### src/logic/fifo_flags_params.svh
// Purpose: Constants for the nine-bit FIFO with programmable almost flags.
// Assumes: One clock, clk_sys at 25 MHz; write and read ports share it.
// Notes: Offsets, field positions and reset values live here; types live in the package.
// How it works
// - In load mode, writes fill empty-low, empty-high, full-low, full-high in turn.
// - After full-high, the next load write selects empty-low again.
// - Leaving load mode takes a FIFO reset, which returns the selector to empty-low.
// - Load mode with the load pin and both read enables low reads the selected offset byte out.
// - Almost-empty threshold n is empty-high byte above empty-low byte.
// - Almost-empty flag is low at n or fewer words, high above n.
// - Almost-full threshold m is full-high byte above full-low byte.
// - Almost-full flag goes low once stored words reach depth minus m.
// - Almost-full flag returns high when free locations exceed m.
// - Without programming, n equals seven.
// - Without programming, m equals seven.
// - Full flag low at full depth and blocks every FIFO write.
// - Full flag changes only on write-side clock edges.
// - Empty flag low with no unread words and blocks every FIFO read.
// - Empty flag changes only on read-side clock edges.
// - During FIFO reset the load pin level picks load mode or second enable.
// - Second-enable mode stores a word when primary low and secondary high.
// - Both read enables low, not empty and no offset read presents the next stored word.
// - When empty, the output keeps the last word validly read.
`ifndef FIFO_FLAGS_PARAMS_SVH
`define FIFO_FLAGS_PARAMS_SVH
`define FIFO_DATA_W 9
`define FIFO_DEPTH 64
`define SYNC_STAGES 2
`define OFFSET_DEFAULT_N 16'h0007
`define OFFSET_DEFAULT_M 16'h0007
`define REG_STATUS_ADDR 32'h0000_0000
`define REG_EMPTY_OFS_ADDR 32'h0000_0004
`define REG_FULL_OFS_ADDR 32'h0000_0008
`define ST_EMPTY_BIT 0
`define ST_AEMPTY_BIT 1
`define ST_AFULL_BIT 2
`define ST_FULL_BIT 3
`define ST_LOADMODE_BIT 4
`define ST_LEVEL_LSB 16
`endif

### src/logic/fifo_flags_pkg.sv
// Purpose: Types shared by the FIFO flag logic.
// Assumes: Nothing beyond SystemVerilog packages.
// Notes: Codes are written out so a waveform reads directly.
package fifo_flags_pkg;
  typedef enum logic [1:0] {
    SEL_EMPTY_LO = 2'b00,
    SEL_EMPTY_HI = 2'b01,
    SEL_FULL_LO = 2'b10,
    SEL_FULL_HI = 2'b11
  } offset_sel_t;
  typedef enum logic [1:0] {
    RESP_OKAY = 2'b00,
    RESP_SLVERR = 2'b10
  } axi_resp_t;
  typedef enum logic [1:0] {
    IDX_STATUS = 2'b00,
    IDX_EMPTY = 2'b01,
    IDX_FULL = 2'b10,
    IDX_NONE = 2'b11
  } reg_idx_t;
endpackage

### src/logic/offset_bus_if.sv
// Purpose: Carries offset-bank strobes, data and thresholds inside the FIFO.
// Assumes: AW is the FIFO address width.
// Notes: The bank drives thresholds; the FIFO core drives strobes.
`timescale 1ns/1ps
interface offset_bus_if #(parameter int AW = 6) ();
  logic pin_wr;
  logic pin_rd;
  logic [7:0] pin_data;
  logic sw_wr_empty;
  logic sw_wr_full;
  logic [15:0] sw_wdata;
  logic [1:0] sw_strb;
  logic [7:0] sel_byte;
  logic [1:0] sel;
  logic [15:0] empty_off;
  logic [15:0] full_off;
  logic [AW-1:0] empty_thr;
  logic [AW-1:0] full_thr;
  modport bank (input pin_wr, pin_rd, pin_data, sw_wr_empty, sw_wr_full, sw_wdata, sw_strb,
                output sel_byte, sel, empty_off, full_off, empty_thr, full_thr);
  modport user (output pin_wr, pin_rd, pin_data, sw_wr_empty, sw_wr_full, sw_wdata, sw_strb,
                input sel_byte, sel, empty_off, full_off, empty_thr, full_thr);
endinterface

### src/logic/offset_bank.sv
// Purpose: Four offset bytes, their cyclic selector and the two thresholds.
// Assumes: Pin and bus writes are already qualified by the FIFO core.
// Notes: A pin load write wins over a bus write to the same byte.
`timescale 1ns/1ps
`include "fifo_flags_params.svh"
module offset_bank
  import fifo_flags_pkg::*;
(
  input wire logic clk_sys,
  input wire logic rst,
  input wire logic clr,
  offset_bus_if.bank ob
);
  localparam int AW = $bits(ob.empty_thr);
  logic [7:0] ofs_reg [4];
  offset_sel_t sel_reg;

  // Each byte loads its default on reset, then pin writes, then bus writes.
  for (genvar i = 0; i < 4; i++) begin : g_byte
    localparam logic [15:0] DEF_WORD = (i < 2) ? `OFFSET_DEFAULT_N : `OFFSET_DEFAULT_M;
    localparam logic [7:0] DEF_BYTE = DEF_WORD[8*(i%2) +: 8];
    logic sw_hit;
    assign sw_hit = ((i < 2) ? ob.sw_wr_empty : ob.sw_wr_full) && ob.sw_strb[i%2];
    always_ff @(posedge clk_sys) begin
      if (rst || clr) begin
        ofs_reg[i] <= DEF_BYTE;
      end else if (ob.pin_wr && (sel_reg == 2'(i))) begin
        ofs_reg[i] <= ob.pin_data;
      end else if (sw_hit) begin
        ofs_reg[i] <= ob.sw_wdata[8*(i%2) +: 8];
      end
    end
  end

  // The selector steps once per load access and wraps after the last byte.
  always_ff @(posedge clk_sys) begin
    if (rst || clr) begin
      sel_reg <= SEL_EMPTY_LO;
    end else if (ob.pin_wr || ob.pin_rd) begin
      sel_reg <= offset_sel_t'(sel_reg + 2'd1);
    end
  end

  // Thresholds use only as many bits as the depth needs.
  assign ob.empty_off = {ofs_reg[1], ofs_reg[0]};
  assign ob.full_off = {ofs_reg[3], ofs_reg[2]};
  assign ob.empty_thr = ob.empty_off[AW-1:0];
  assign ob.full_thr = ob.full_off[AW-1:0];
  assign ob.sel_byte = ofs_reg[sel_reg];
  assign ob.sel = sel_reg;

  a_ptr_advance: assert property (@(posedge clk_sys) disable iff (rst)
    (ob.pin_wr || ob.pin_rd) && !clr |=> sel_reg == offset_sel_t'($past(sel_reg) + 2'd1))
    else $error("Offset selector did not step after a load access.");
  a_ptr_wrap: assert property (@(posedge clk_sys) disable iff (rst)
    ob.pin_wr && !clr && sel_reg == SEL_FULL_HI |=> sel_reg == SEL_EMPTY_LO)
    else $error("Offset selector did not wrap to the first byte.");
  a_ptr_holds: assert property (@(posedge clk_sys) disable iff (rst)
    !ob.pin_wr && !ob.pin_rd && !clr |=> $stable(sel_reg))
    else $error("Offset selector moved without a load access.");
  a_default_thr: assert property (@(posedge clk_sys) disable iff (rst)
    clr |=> ob.empty_off == `OFFSET_DEFAULT_N && ob.full_off == `OFFSET_DEFAULT_M)
    else $error("Offsets did not return to their defaults after reset.");
endmodule

### src/logic/ptr_sync.sv
// Purpose: Carries a pointer copy to the opposite side through register stages.
// Assumes: Source and destination share clk_sys.
// Notes: Stage zero is read only by stage one.
`timescale 1ns/1ps
`include "fifo_flags_params.svh"
module ptr_sync #(
  parameter int W = 7,
  parameter int STAGES = `SYNC_STAGES
) (
  input wire logic clk_sys,
  input wire logic rst,
  input wire logic clr,
  input wire logic [W-1:0] src,
  output logic [W-1:0] dst
);
  logic [W-1:0] stage_reg [STAGES];

  // Each stage copies the one before it; a FIFO reset empties the chain.
  for (genvar i = 0; i < STAGES; i++) begin : g_stage
    always_ff @(posedge clk_sys) begin
      if (rst || clr) begin
        stage_reg[i] <= '0;
      end else if (i == 0) begin
        stage_reg[i] <= src;
      end else begin
        stage_reg[i] <= stage_reg[(i == 0) ? 0 : i - 1];
      end
    end
  end

  assign dst = stage_reg[STAGES-1];
endmodule

### src/logic/sync_fifo_offset_flags.sv
// Purpose: Nine-bit FIFO with empty, full and programmable almost flags.
// Assumes: Pins are synchronous to clk_sys; write and read sides share that clock.
// Notes: Offsets are reachable both through the load pin and over AXI4-Lite.
//
// The address map and the AXI4-Lite register port were left to the implementer.
`timescale 1ns/1ps
`include "fifo_flags_params.svh"
module sync_fifo_offset_flags
  import fifo_flags_pkg::*;
#(
  parameter int DATA_W = `FIFO_DATA_W,
  parameter int DEPTH = `FIFO_DEPTH,
  parameter int SYNC_STAGES = `SYNC_STAGES
) (
  input wire logic clk_sys,
  input wire logic rst,
  input wire logic reset_n,
  input wire logic [DATA_W-1:0] data_in,
  input wire logic write_enable_primary_n,
  input wire logic write_enable_secondary_or_offset_load,
  input wire logic read_enable_a_n,
  input wire logic read_enable_b_n,
  output logic [DATA_W-1:0] data_out,
  output logic empty_flag_n,
  output logic full_flag_n,
  output logic almost_empty_flag_n,
  output logic almost_full_flag_n,
  input wire logic [31:0] awaddr,
  input wire logic [2:0] awprot,
  input wire logic awvalid,
  output logic awready,
  input wire logic [31:0] wdata,
  input wire logic [3:0] wstrb,
  input wire logic wvalid,
  output logic wready,
  output logic [1:0] bresp,
  output logic bvalid,
  input wire logic bready,
  input wire logic [31:0] araddr,
  input wire logic [2:0] arprot,
  input wire logic arvalid,
  output logic arready,
  output logic [31:0] rdata,
  output logic [1:0] rresp,
  output logic rvalid,
  input wire logic rready
);
  // Address width of the array; pointers carry one extra wrap bit.
  localparam int AW = $clog2(DEPTH);
  localparam int PW = AW + 1;
  localparam logic [PW-1:0] DEPTH_P = PW'(DEPTH);

  // Maps a bus byte address onto one of the registers.
  function automatic reg_idx_t decode_addr(input logic [31:0] a);
    if (a == `REG_STATUS_ADDR) begin
      return IDX_STATUS;
    end else if (a == `REG_EMPTY_OFS_ADDR) begin
      return IDX_EMPTY;
    end else if (a == `REG_FULL_OFS_ADDR) begin
      return IDX_FULL;
    end
    return IDX_NONE;
  endfunction

  offset_bus_if #(.AW(AW)) ob ();

  logic clr;
  logic load_mode_reg;
  logic offset_load_n;
  logic wr_do;
  logic rd_do;
  logic ofs_wr;
  logic ofs_rd;
  logic [DATA_W-1:0] mem [DEPTH];
  logic [DATA_W-1:0] rd_word;
  logic [PW-1:0] wr_ptr_reg;
  logic [PW-1:0] wr_ptr_next;
  logic [PW-1:0] rd_ptr_reg;
  logic [PW-1:0] rd_ptr_next;
  logic [PW-1:0] wr_ptr_sync;
  logic [PW-1:0] rd_ptr_sync;
  logic [PW-1:0] wr_level;
  logic [PW-1:0] rd_level;
  logic [PW-1:0] af_limit;
  logic [DATA_W-1:0] data_out_reg;
  logic empty_flag_n_reg;
  logic full_flag_n_reg;
  logic almost_empty_flag_n_reg;
  logic almost_full_flag_n_reg;
  logic aw_hold_reg;
  logic w_hold_reg;
  logic [31:0] awaddr_reg;
  logic [31:0] wdata_reg;
  logic [3:0] wstrb_reg;
  logic bvalid_reg;
  logic [1:0] bresp_reg;
  logic rvalid_reg;
  logic [1:0] rresp_reg;
  logic [31:0] rdata_reg;
  logic bus_wr_fire;
  reg_idx_t wr_idx;
  logic [31:0] status_word;

  // A low reset_n pin is the FIFO's own reset: it empties the FIFO.
  assign clr = !reset_n;

  // The dual-purpose pin level is caught while reset_n is low.
  always_ff @(posedge clk_sys) begin
    if (rst) begin
      load_mode_reg <= 1'b0;
    end else if (clr) begin
      load_mode_reg <= !write_enable_secondary_or_offset_load;
    end
  end

  // In load mode the dual-purpose pin acts as an active-low offset load.
  assign offset_load_n = write_enable_secondary_or_offset_load;

  // Pin accesses to the offset bank happen only in load mode with the load pin low.
  assign ofs_wr = load_mode_reg && !offset_load_n && !write_enable_primary_n && !clr;
  assign ofs_rd = load_mode_reg && !offset_load_n && !read_enable_a_n
                  && !read_enable_b_n && !clr;

  // A FIFO write needs primary low, the second pin high and room left.
  assign wr_do = !write_enable_primary_n && write_enable_secondary_or_offset_load
                 && full_flag_n_reg && !clr;

  // A FIFO read needs both enables low, a word stored and no offset read.
  assign rd_do = !read_enable_a_n && !read_enable_b_n && empty_flag_n_reg
                 && !ofs_rd && !clr;

  assign wr_ptr_next = wr_ptr_reg + {{AW{1'b0}}, wr_do};
  assign rd_ptr_next = rd_ptr_reg + {{AW{1'b0}}, rd_do};
  assign rd_word = mem[rd_ptr_reg[AW-1:0]];

  // Storage array written at the write pointer.
  always_ff @(posedge clk_sys) begin
    if (wr_do) begin
      mem[wr_ptr_reg[AW-1:0]] <= data_in;
    end
  end

  // Write pointer advances on each accepted write.
  always_ff @(posedge clk_sys) begin
    if (rst || clr) begin
      wr_ptr_reg <= '0;
    end else begin
      wr_ptr_reg <= wr_ptr_next;
    end
  end

  // Read pointer advances on each accepted read.
  always_ff @(posedge clk_sys) begin
    if (rst || clr) begin
      rd_ptr_reg <= '0;
    end else begin
      rd_ptr_reg <= rd_ptr_next;
    end
  end

  // Each side sees the other side's pointer only through a stage chain.
  ptr_sync #(.W(PW), .STAGES(SYNC_STAGES)) u_wr_to_rd (
    .clk_sys(clk_sys),
    .rst(rst),
    .clr(clr),
    .src(wr_ptr_reg),
    .dst(wr_ptr_sync)
  );

  ptr_sync #(.W(PW), .STAGES(SYNC_STAGES)) u_rd_to_wr (
    .clk_sys(clk_sys),
    .rst(rst),
    .clr(clr),
    .src(rd_ptr_reg),
    .dst(rd_ptr_sync)
  );

  // Offset bank strobes and bus write data.
  assign ob.pin_wr = ofs_wr;
  assign ob.pin_rd = ofs_rd;
  assign ob.pin_data = data_in[7:0];
  assign ob.sw_wr_empty = bus_wr_fire && (wr_idx == IDX_EMPTY);
  assign ob.sw_wr_full = bus_wr_fire && (wr_idx == IDX_FULL);
  assign ob.sw_wdata = wdata_reg[15:0];
  assign ob.sw_strb = wstrb_reg[1:0];

  offset_bank u_bank (
    .clk_sys(clk_sys),
    .rst(rst),
    .clr(clr),
    .ob(ob)
  );

  // Levels seen by each side, using the next own pointer and the copied other.
  assign wr_level = wr_ptr_next - rd_ptr_sync;
  assign rd_level = wr_ptr_sync - rd_ptr_next;
  assign af_limit = DEPTH_P - {1'b0, ob.full_thr};

  // Write-side flags: full and almost full move only with the write side.
  always_ff @(posedge clk_sys) begin
    if (rst || clr) begin
      full_flag_n_reg <= 1'b1;
      almost_full_flag_n_reg <= 1'b1;
    end else begin
      full_flag_n_reg <= (wr_level != DEPTH_P);
      almost_full_flag_n_reg <= (wr_level < af_limit);
    end
  end

  // Read-side flags: empty and almost empty move only with the read side.
  always_ff @(posedge clk_sys) begin
    if (rst || clr) begin
      empty_flag_n_reg <= 1'b0;
      almost_empty_flag_n_reg <= 1'b0;
    end else begin
      empty_flag_n_reg <= (rd_level != '0);
      almost_empty_flag_n_reg <= (rd_level > {1'b0, ob.empty_thr});
    end
  end

  // Output word: next stored word on a read, offset byte on a readback.
  // With nothing read the last valid word stays on the pins.
  always_ff @(posedge clk_sys) begin
    if (rst || clr) begin
      data_out_reg <= '0;
    end else if (rd_do) begin
      data_out_reg <= rd_word;
    end else if (ofs_rd) begin
      data_out_reg <= {{(DATA_W-8){1'b0}}, ob.sel_byte};
    end
  end

  assign data_out = data_out_reg;
  assign empty_flag_n = empty_flag_n_reg;
  assign full_flag_n = full_flag_n_reg;
  assign almost_empty_flag_n = almost_empty_flag_n_reg;
  assign almost_full_flag_n = almost_full_flag_n_reg;

  // Status word: flags, mode and the write-side level.
  always_comb begin
    status_word = '0;
    status_word[`ST_EMPTY_BIT] = empty_flag_n_reg;
    status_word[`ST_AEMPTY_BIT] = almost_empty_flag_n_reg;
    status_word[`ST_AFULL_BIT] = almost_full_flag_n_reg;
    status_word[`ST_FULL_BIT] = full_flag_n_reg;
    status_word[`ST_LOADMODE_BIT] = load_mode_reg;
    status_word[`ST_LEVEL_LSB +: PW] = wr_ptr_reg - rd_ptr_sync;
  end

  // Write address and data are taken independently and held until answered.
  assign awready = !aw_hold_reg;
  assign wready = !w_hold_reg;
  assign bus_wr_fire = aw_hold_reg && w_hold_reg && !bvalid_reg;
  assign wr_idx = decode_addr(awaddr_reg);

  always_ff @(posedge clk_sys) begin
    if (rst) begin
      aw_hold_reg <= 1'b0;
      awaddr_reg <= '0;
    end else if (awvalid && !aw_hold_reg) begin
      aw_hold_reg <= 1'b1;
      awaddr_reg <= awaddr;
    end else if (bus_wr_fire) begin
      aw_hold_reg <= 1'b0;
    end
  end

  always_ff @(posedge clk_sys) begin
    if (rst) begin
      w_hold_reg <= 1'b0;
      wdata_reg <= '0;
      wstrb_reg <= '0;
    end else if (wvalid && !w_hold_reg) begin
      w_hold_reg <= 1'b1;
      wdata_reg <= wdata;
      wstrb_reg <= wstrb;
    end else if (bus_wr_fire) begin
      w_hold_reg <= 1'b0;
    end
  end

  // Write response: unmapped addresses answer with a slave error.
  always_ff @(posedge clk_sys) begin
    if (rst) begin
      bvalid_reg <= 1'b0;
      bresp_reg <= RESP_OKAY;
    end else if (bus_wr_fire) begin
      bvalid_reg <= 1'b1;
      bresp_reg <= (wr_idx == IDX_NONE) ? RESP_SLVERR : RESP_OKAY;
    end else if (bready) begin
      bvalid_reg <= 1'b0;
    end
  end

  assign bvalid = bvalid_reg;
  assign bresp = bresp_reg;

  // Read channel: one read at a time, answered the cycle after the address.
  assign arready = !rvalid_reg;

  always_ff @(posedge clk_sys) begin
    if (rst) begin
      rvalid_reg <= 1'b0;
      rresp_reg <= RESP_OKAY;
      rdata_reg <= '0;
    end else if (arvalid && !rvalid_reg) begin
      rvalid_reg <= 1'b1;
      rresp_reg <= RESP_OKAY;
      unique case (decode_addr(araddr))
        IDX_STATUS: rdata_reg <= status_word;
        IDX_EMPTY: rdata_reg <= {16'h0000, ob.empty_off};
        IDX_FULL: rdata_reg <= {16'h0000, ob.full_off};
        IDX_NONE: begin
          rdata_reg <= '0;
          rresp_reg <= RESP_SLVERR;
        end
      endcase
    end else if (rready) begin
      rvalid_reg <= 1'b0;
    end
  end

  assign rvalid = rvalid_reg;
  assign rresp = rresp_reg;
  assign rdata = rdata_reg;

  a_full_blocks_write: assert property (@(posedge clk_sys) disable iff (rst)
    !full_flag_n_reg && reset_n |=> wr_ptr_reg == $past(wr_ptr_reg))
    else $error("Write pointer moved while the FIFO was full.");
  a_empty_blocks_read: assert property (@(posedge clk_sys) disable iff (rst)
    !empty_flag_n_reg && reset_n |=> rd_ptr_reg == $past(rd_ptr_reg))
    else $error("Read pointer moved while the FIFO was empty.");
  a_empty_means_ae: assert property (@(posedge clk_sys) disable iff (rst)
    !empty_flag_n_reg |-> !almost_empty_flag_n_reg)
    else $error("Almost-empty flag high while empty flag low.");
  a_full_means_af: assert property (@(posedge clk_sys) disable iff (rst)
    !full_flag_n_reg |-> !almost_full_flag_n_reg)
    else $error("Almost-full flag high while full flag low.");
  a_empty_holds_out: assert property (@(posedge clk_sys) disable iff (rst)
    !empty_flag_n_reg && !ofs_rd && reset_n |=> $stable(data_out))
    else $error("Output word changed while empty.");
  a_readback_data: assert property (@(posedge clk_sys) disable iff (rst)
    ofs_rd |=> data_out[7:0] == $past(ob.sel_byte))
    else $error("Offset readback did not show the selected byte.");
  a_read_presents: assert property (@(posedge clk_sys) disable iff (rst)
    rd_do |=> data_out == $past(rd_word) ##1 1'b1)
    else $error("Read did not present the stored word.");
  a_mode_capture: assert property (@(posedge clk_sys) disable iff (rst)
    !reset_n |=> load_mode_reg == !$past(write_enable_secondary_or_offset_load))
    else $error("Configuration was not caught during FIFO reset.");
  a_ae_threshold: assert property (@(posedge clk_sys) disable iff (rst)
    reset_n && rd_level <= {1'b0, ob.empty_thr} |=> !almost_empty_flag_n_reg)
    else $error("Almost-empty flag high at or below the threshold.");
  a_sel_reset: assert property (@(posedge clk_sys) disable iff (rst)
    !reset_n |=> ob.sel == SEL_EMPTY_LO)
    else $error("Offset selector did not return to the first byte on reset.");
endmodule
### config.mk
export PLATFORM = sky130hd
export DESIGN_NAME = sync_fifo_offset_flags
export DESIGN_NICKNAME = d
export VERILOG_FILES = /design/src/logic/fifo_flags_pkg.sv /design/src/logic/offset_bus_if.sv /design/src/logic/offset_bank.sv /design/src/logic/ptr_sync.sv /design/src/logic/sync_fifo_offset_flags.sv
export VERILOG_INCLUDE_DIRS = /design/src /design/src/logic
export SDC_FILE = /design/constraint.sdc
export NUM_CORES = 1
export LEC_CHECK = 0
export ABC_AREA = 1
export BUFFER_PORTS_ARGS = -buffer_cell sky130_fd_sc_hd__buf_2
export CORE_MARGIN = 4
export CORE_UTILIZATION = 55
export DETAILED_ROUTE_END_ITERATION = 10
export MAX_ROUTING_LAYER = met4
export PLACE_DENSITY = 0.77
export SYNTH_ARGS = -nofsm -noshare
export SYNTH_HDL_FRONTEND = slang
export SYNTH_SLANG_ARGS = --single-unit
### constraint.sdc
create_clock -name clk_sys -period 5 [get_ports clk_sys]
set_input_delay 0.5 -clock clk_sys [delete_from_list [all_inputs] [get_ports clk_sys]]
set_output_delay 0.5 -clock clk_sys [all_outputs]
set_load 0.02 [all_outputs]
==> results of run 1 <==
## worst max-delay path: stages, from the launching register on
cell,delay (ns)
dfxtp_1,0.40
nand2_1,0.07
nor3_1,0.59
ha_1,0.31
ha_1,0.18
nand2_1,0.07
inv_1,0.12
nor2_1,0.05
ha_1,0.33
nand2_1,0.08
nor2_1,0.04
a211oi_1,0.29
nor2_1,0.06
o21ai_0,0.15
nand2_1,0.08
xnor2_1,0.19
inv_1,0.07
ha_1,0.30
nand2_1,0.05
o21ai_0,0.16
o21ai_0,0.12
## metal layers
metal / share of wire [%] / vias to the layer above
li1: - / 10690
met1: 39 / 10850
met2: 48 / 1170
met3: 9.1 / 221
met4: 4.1 / 0
met5: 0 / -
## logic make-up after synthesis
family | after synthesis | synth area share (%)
AND/OR/NAND/NOR | 1728 | 23.22
flip-flops | 747 | 66.20
buffers and inverters | 325 | 5.016
AO/OA/AOI/OAI | 215 | 3.504
adder cells (fa/ha/maj) | 38 | 1.543
XOR/XNOR | 18 | 0.4961
other | 1 | 0.01180
## where the power goes
part	total [mW]	internal (mW)	switching, mW
registers	6.79	6.76	0.0265
clock network	5.46	3.15	2.30
logic	0.317	0.0811	0.236
total	12.6	10.0	2.56
## worst max-delay path by stage
stage                     start                 end  slack (ns)  cells after the start
floorplan               reset_n  almost_full_flag_n        1.66                     21
global placement        reset_n  almost_full_flag_n        0.92                     21
detailed placement      reset_n  almost_full_flag_n        0.98                     21
CTS                 full_flag_n  almost_full_flag_n        1.25                     20
global route        full_flag_n  almost_full_flag_n        0.95                     20
finish              full_flag_n  almost_full_flag_n        1.16                     20
## through the flow
stage	total power, mW	cell area (sq um)	utilization (%)	hold slack, ns
6_report	12.56	35100	61.77	0.1037
5_1_grt	12.91	35100	61.77	0.1042
4_1_cts	12.61	35100	61.77	0.07709
3_5_place_dp	7.234	32720	57.58	0.4045
3_3_place_gp	7.220	32720	57.58	0.3976
2_1_floorplan	7.059	31820	-	0.3936
## layout by cell type (no fill, tap or decap), types with 27 or more instances in the layout
master       n
nor2_1     243
a21oi_1     87
ha_1        36
clkbuf_16   78
buf_2      145
o21ai_0    102
inv_1      141
nand3_1    582
edfxtp_1   608
buf_4       27
nand2_1    853
dfxtp_1    136
## cell type report
type | instances | area (sq um) | area share [%]
Inverter | 149 | 569.3 | 1.622
Tap cell | 756 | 945.9 | 2.695
Clock buffer | 99 | 2092 | 5.960
Clock inverter | 35 | 292.8 | 0.8341
Multi-Input combinational cell | 2010 | 9184 | 26.16
Timing Repair Buffer | 174 | 968.4 | 2.759
Sequential cell | 747 | 21050 | 59.97
==> results.toml, run 1 <==
[clocking]
tritoncts = "done"
cts_max_level = 3
cts_setup_buffers = 0
cts_resized = 0
numCtsBuffers = 75
cts_max_path_buffers = 3
cts.sinks = 747
cts.clk_slew.worst_paths_ns = 0.06
cts.hold.buffers_added = 0
cts_root_buf = "clkbuf_16"
clk_latency_ns = 0.62

[worst_setup_path]
critPathKind = "reg2reg"
end_kind = "register"
critPathArrivalTime_ns = 4.31
cp-start-kind = "register"
cp.required_ns = 5.47
critPathMaxFanout = 4
r2r_end = "almost_full_flag_n"
reg2reg_slack_ns = 1.16
rr_worst_depth = 20
r2r_start = "full_flag_n"

[place]
dp_slack_ns = 0.9798
portBuffers = 145
dpl.cell_count = 3836
dp_hpwl_um = 48440
gp_congestion = 0.9030

[synth]
ys_warn_count = 0
synth_area_leader_cell = "edfxtp_1"
synth_common_cells = "nand2_1, edfxtp_1, nand3_1"
synth_area_leaders = "edfxtp_1, nand2_1, nand3_1"
synth_edf_count = 608
yosysSeqAreaShare_pct = 66.20
synth_seq_cells = 747
syn_avg_cell_area_sq_um = 10.35
synth.most_common_cell = "nand2_1"
synth.distinct_cells = 42
synthCells = 3072
yosysTopAreaCellShare_pct = 57.45
synthFlopType = "edfxtp_1"
syn-cell-area_sq_um = 31780
async_flop_share_pct = 0

[route]
drc = 0
wl_per_cell_um = 19.64
route.final.wire_length_um = 77980
num_vias = 22930
ant_nets = 0
viasPerCell = 5.775
drt-pass1-iter-count = 7
drt-initial-drc-count = 2637

[sta]
max_freq_mhz = 260.7
final.setup_skew_ns = 0.02687
layout_min_cycle_time_ns = 3.836
setup_violations = 0
drv_slew = 0
worst_slew_pin_slew_ns = 1.295
rsz0062_at_grt = "false"
timing.slew.headroom_pct = 13.68
worst_slack_ns = 1.164
hold_violations = 0
fin_setup_tns_ns = 0
timing.final.crit_share_pct = 76.72

[die]
dieArea_sq_um = 61690
row_count = 87
die_y_um = 248.4
io_pins = 181
start_util_pct = 55.93
fp.coreArea_sq_um = 56820
die_w_um = 248.4

[layout]
fill_cells = 4450
drive_gt1_share_pct = 9.645
nNetsFinal = 3322
n_antenna_cell = 0
largest_reg_flops = 576
fin_cells = 3970
area_delta_synth_final_pct = 10.45

[global_routing]
grt_antenna_before_repair = 0
grt_max_degree = 165
grt.met2_usage_pct = 40.47
grt-ovfl-total = 0
grt.total_usage_pct = 25.89
met3_usage_pct = 4.747
grt_busiest_layer = "met2"
grt_pass1_wl_um = 120800
use_met1_pct = 33.55
first_global_vias = 22180

[min_path]
holdPathStages = 2
hold_path_startpoint = "write_enable_secondary_or_offset_load"
hp-class = "in2reg"
holdPathEnd = "load_mode_reg"

[run]
maxCapViolCount = 0

[power]
peakVddDrop_mv = 0.2485
power_density_nw_per_um2 = 357.9
p_leak_nw = 13.11

[run_status]
run_status = "complete, no violations"
Note: power is estimated with default switching activity, not from simulation.
==> inputs of run 2 (changes only) <==
--- a/config.mk
+++ b/config.mk
@@ -6,7 +6,7 @@
 export SDC_FILE = /design/constraint.sdc
 export NUM_CORES = 1
 export LEC_CHECK = 0
-export ABC_AREA = 1
+export ABC_AREA = 0
 export BUFFER_PORTS_ARGS = -buffer_cell sky130_fd_sc_hd__buf_2
 export CORE_MARGIN = 4
 export CORE_UTILIZATION = 55
==> constraint.sdc (replaced) <==
create_clock -name clk_sys -period 3.85 [get_ports clk_sys]
set_input_delay 0.385 -clock clk_sys [delete_from_list [all_inputs] [get_ports clk_sys]]
set_output_delay 0.385 -clock clk_sys [all_outputs]
set_load 0.02 [all_outputs]
==> results.toml, run 2 <==
[synth]
synth.most_common_cell = "edfxtp_1"
ys_warn_count = 0
async_flop_share_pct = 0
synth_common_cells = "edfxtp_1, mux4_2, nand2_1"
synthFlopType = "edfxtp_1"
syn-cell-area_sq_um = 30330
synthCells = 1810
yosysSeqAreaShare_pct = 69.37
synth_area_leaders = "edfxtp_1, mux4_2, dfxtp_1"
synth_edf_count = 608
yosysTopAreaCellShare_pct = 60.20
synth_area_leader_cell = "edfxtp_1"
synth.distinct_cells = 59
syn_avg_cell_area_sq_um = 16.76
synth_seq_cells = 747

[clocking]
clk_latency_ns = 0.62
cts.clk_slew.worst_paths_ns = 0.06
tritoncts = "done"
numCtsBuffers = 75
cts_max_level = 3
cts_resized = 0
cts.hold.buffers_added = 17
cts_max_path_buffers = 3
cts_setup_buffers = 0
cts_root_buf = "clkbuf_16"
cts.sinks = 747

[min_path]
hold_path_startpoint = "wdata[1]"
hp-class = "in2reg"
holdPathEnd = "wdata_reg[1]"
holdPathStages = 3

[run]
maxCapViolCount = 0

[route]
drc = 0
viasPerCell = 6.332
drt-pass1-iter-count = 5
ant_nets = 0
num_vias = 17600
route.final.wire_length_um = 74060
drt-initial-drc-count = 2114
wl_per_cell_um = 26.65

[layout]
area_delta_synth_final_pct = 14.13
final_cell_mix = "edfxtp_1, mux4_2, nand2_1"
final_core_util_pct = 63.82
largest_reg_flops = 576
fill_cells = 3584
nNetsFinal = 2185
drive_gt1_share_pct = 25.74
stdcell_area_sq_um = 34620
final_common_cell = "edfxtp_1"

[power]
pwr-share-seq_pct = 53.4
p_sw_share_pct = 20.69
peakVddDrop_mv = 0.3506
p_leak_nw = 11.52
comb_power_share_pct = 2.5
p_int_mw = 13.09
power_switching_mw = 3.415
power_density_nw_per_um2 = 476.9
power.share.clock_pct = 44.1

[sta]
fin_setup_tns_ns = 0
hold_violations = 0
worst_slew_pin_slew_ns = 1.285
setup_violations = 0
worst_slack_ns = 0.3303
timing.slew.headroom_pct = 14.31
final.setup_skew_ns = 0.02593
rsz0062_at_grt = "false"
drv_slew = 0
layout_min_cycle_time_ns = 3.520
max_freq_mhz = 284.1
worst_hold_slack_ns = 0.01916
timing.final.crit_share_pct = 91.42

[place]
dpl_cell_area_sq_um = 32000
dp_hpwl_um = 45580
portBuffers = 145
dp_slack_ns = -0.04438
gp_congestion = 0.9247

[worst_setup_path]
r2r_start = "load_mode_reg"
critPathSlowestCell = "a2111oi_1"
critPathArrivalTime_ns = 4.01
critPathMaxFanout = 5
end_kind = "register"
cp_cell_sequence = "nand2b_1 -> nand3_1 -> inv_1 -> ha_1 -> nand4_1 -> xor2_1 -> nand2_1 -> nor4bb_1 -> a21o_1 -> a2111oi_1 -> nand2_1 -> ha_1 -> nand4_1 -> o22ai_1 -> a21oi_1"
reg2reg_slack_ns = 0.33
cp.required_ns = 4.34
cp-start-kind = "register"
critPathMaxStageDelay_ns = 0.45
r2r_end = "almost_empty_flag_n"
critPathKind = "reg2reg"
rr_worst_depth = 15
cpLargestDelayFamily = "simple AND/OR/NAND/NOR gates"
critPathBufInv = 1

[die]
die_w_um = 242.8
row_count = 85
dieArea_sq_um = 58960
io_pins = 181
die_y_um = 242.8
start_util_pct = 55.92
fp.coreArea_sq_um = 54240

[global_routing]
grt.total_usage_pct = 25.69
grt_max_degree = 80
grt-ovfl-total = 0
grt_antenna_before_repair = 1
grt_pass1_wl_um = 111000
first_global_vias = 17540

[run_status]
run_status = "complete, no violations"
-- run 2: cell types whose count changed in the layout (fill, tap and decap cells not counted), sizes merged, moves of 21 or more --
cell	before	now
nor2	244	118
nand3	582	19
o21ai	104	23
and2	0	36
inv	150	36
buf	174	218
mux4	0	184
a22oi	0	21
nand2	859	151
a22o	0	37
-- run 2: area by class of cell --
type / instances / area [sq um] / area share, %
flip-flops and latches: 747 / 21050 / 60.81
well taps: 696 / 870.8 / 2.516
clock buffers: 94 / 2011 / 5.809
inverters: 33 / 123.9 / 0.3578
diodes: 1 / 2.502 / 0.007229
multi-input cells: 928 / 8652 / 24.99
clock inverters: 45 / 436.7 / 1.261
repair buffers: 235 / 1469 / 4.243
-- run 2: cell families (layout without fill, tap and decap cells) --
family / Yosys count / after routing / share of synthesized area (%)
other: 1 / 12 / 0.01236
AND/OR/NAND/NOR: 422 / 422 / 6.535
adder cells (fa/ha/maj): 40 / 40 / 1.683
AO/OA/AOI/OAI: 206 / 206 / 4.451
flip-flops: 747 / 747 / 69.37
buffers and inverters: 145 / 407 / 2.240
multiplexers: 213 / 213 / 14.67
XOR/XNOR: 36 / 36 / 1.040
-- run 2: worst max-delay path by stage --
stage	from	end	slack, ns	depth (start not counted)
after global routing	load_mode_reg	almost_empty_flag_n	0.12	15
after global placement	read_enable_a_n	almost_empty_flag_n	0.09	16
after floorplan	read_enable_a_n	almost_empty_flag_n	0.48	16
after CTS	load_mode_reg	almost_empty_flag_n	0.39	16
final	load_mode_reg	almost_empty_flag_n	0.33	15
after detailed placement	read_enable_a_n	almost_empty_flag_n	-0.04	17
-- run 2: layer usage --
layer / vias up / part of all wire [%] / track usage (%)
met1: 8953 / 38 / 33.70
met3: 158 / 8.4 / 4.161
li1: 7458 / - / -
met5: - / 0 / -
met4: 0 / 3.2 / 7.673
met2: 1028 / 50 / 42.16
-- run 2: tightest hold or removal path, delay by kind of cell --
family / cells / cell delay (ns)
AOI/OAI and AO/OA: 1 / 0.05
buffers and inverters: 1 / 0.11
and+or+nand+nor: 1 / 0.05
-- run 2: power by group through the flow --
stage | sequential [mW] | combinational (mW) | clock [mW]
floorplan | 8.97 | 0.173 | 0
CTS | 8.81 | 0.404 | 7.37
finish | 8.81 | 0.412 | 7.29
global placement | 8.98 | 0.366 | 0
detailed placement | 8.98 | 0.386 | 0
global route | 8.81 | 0.444 | 7.72
-- run 2: stage by stage --
step,cells,power [mW]
floorplan,1820,9.143
global placement,2622,9.342
detailed placement,2622,9.367
CTS,2778,16.58
global route,2779,16.97
finish,2779,16.51
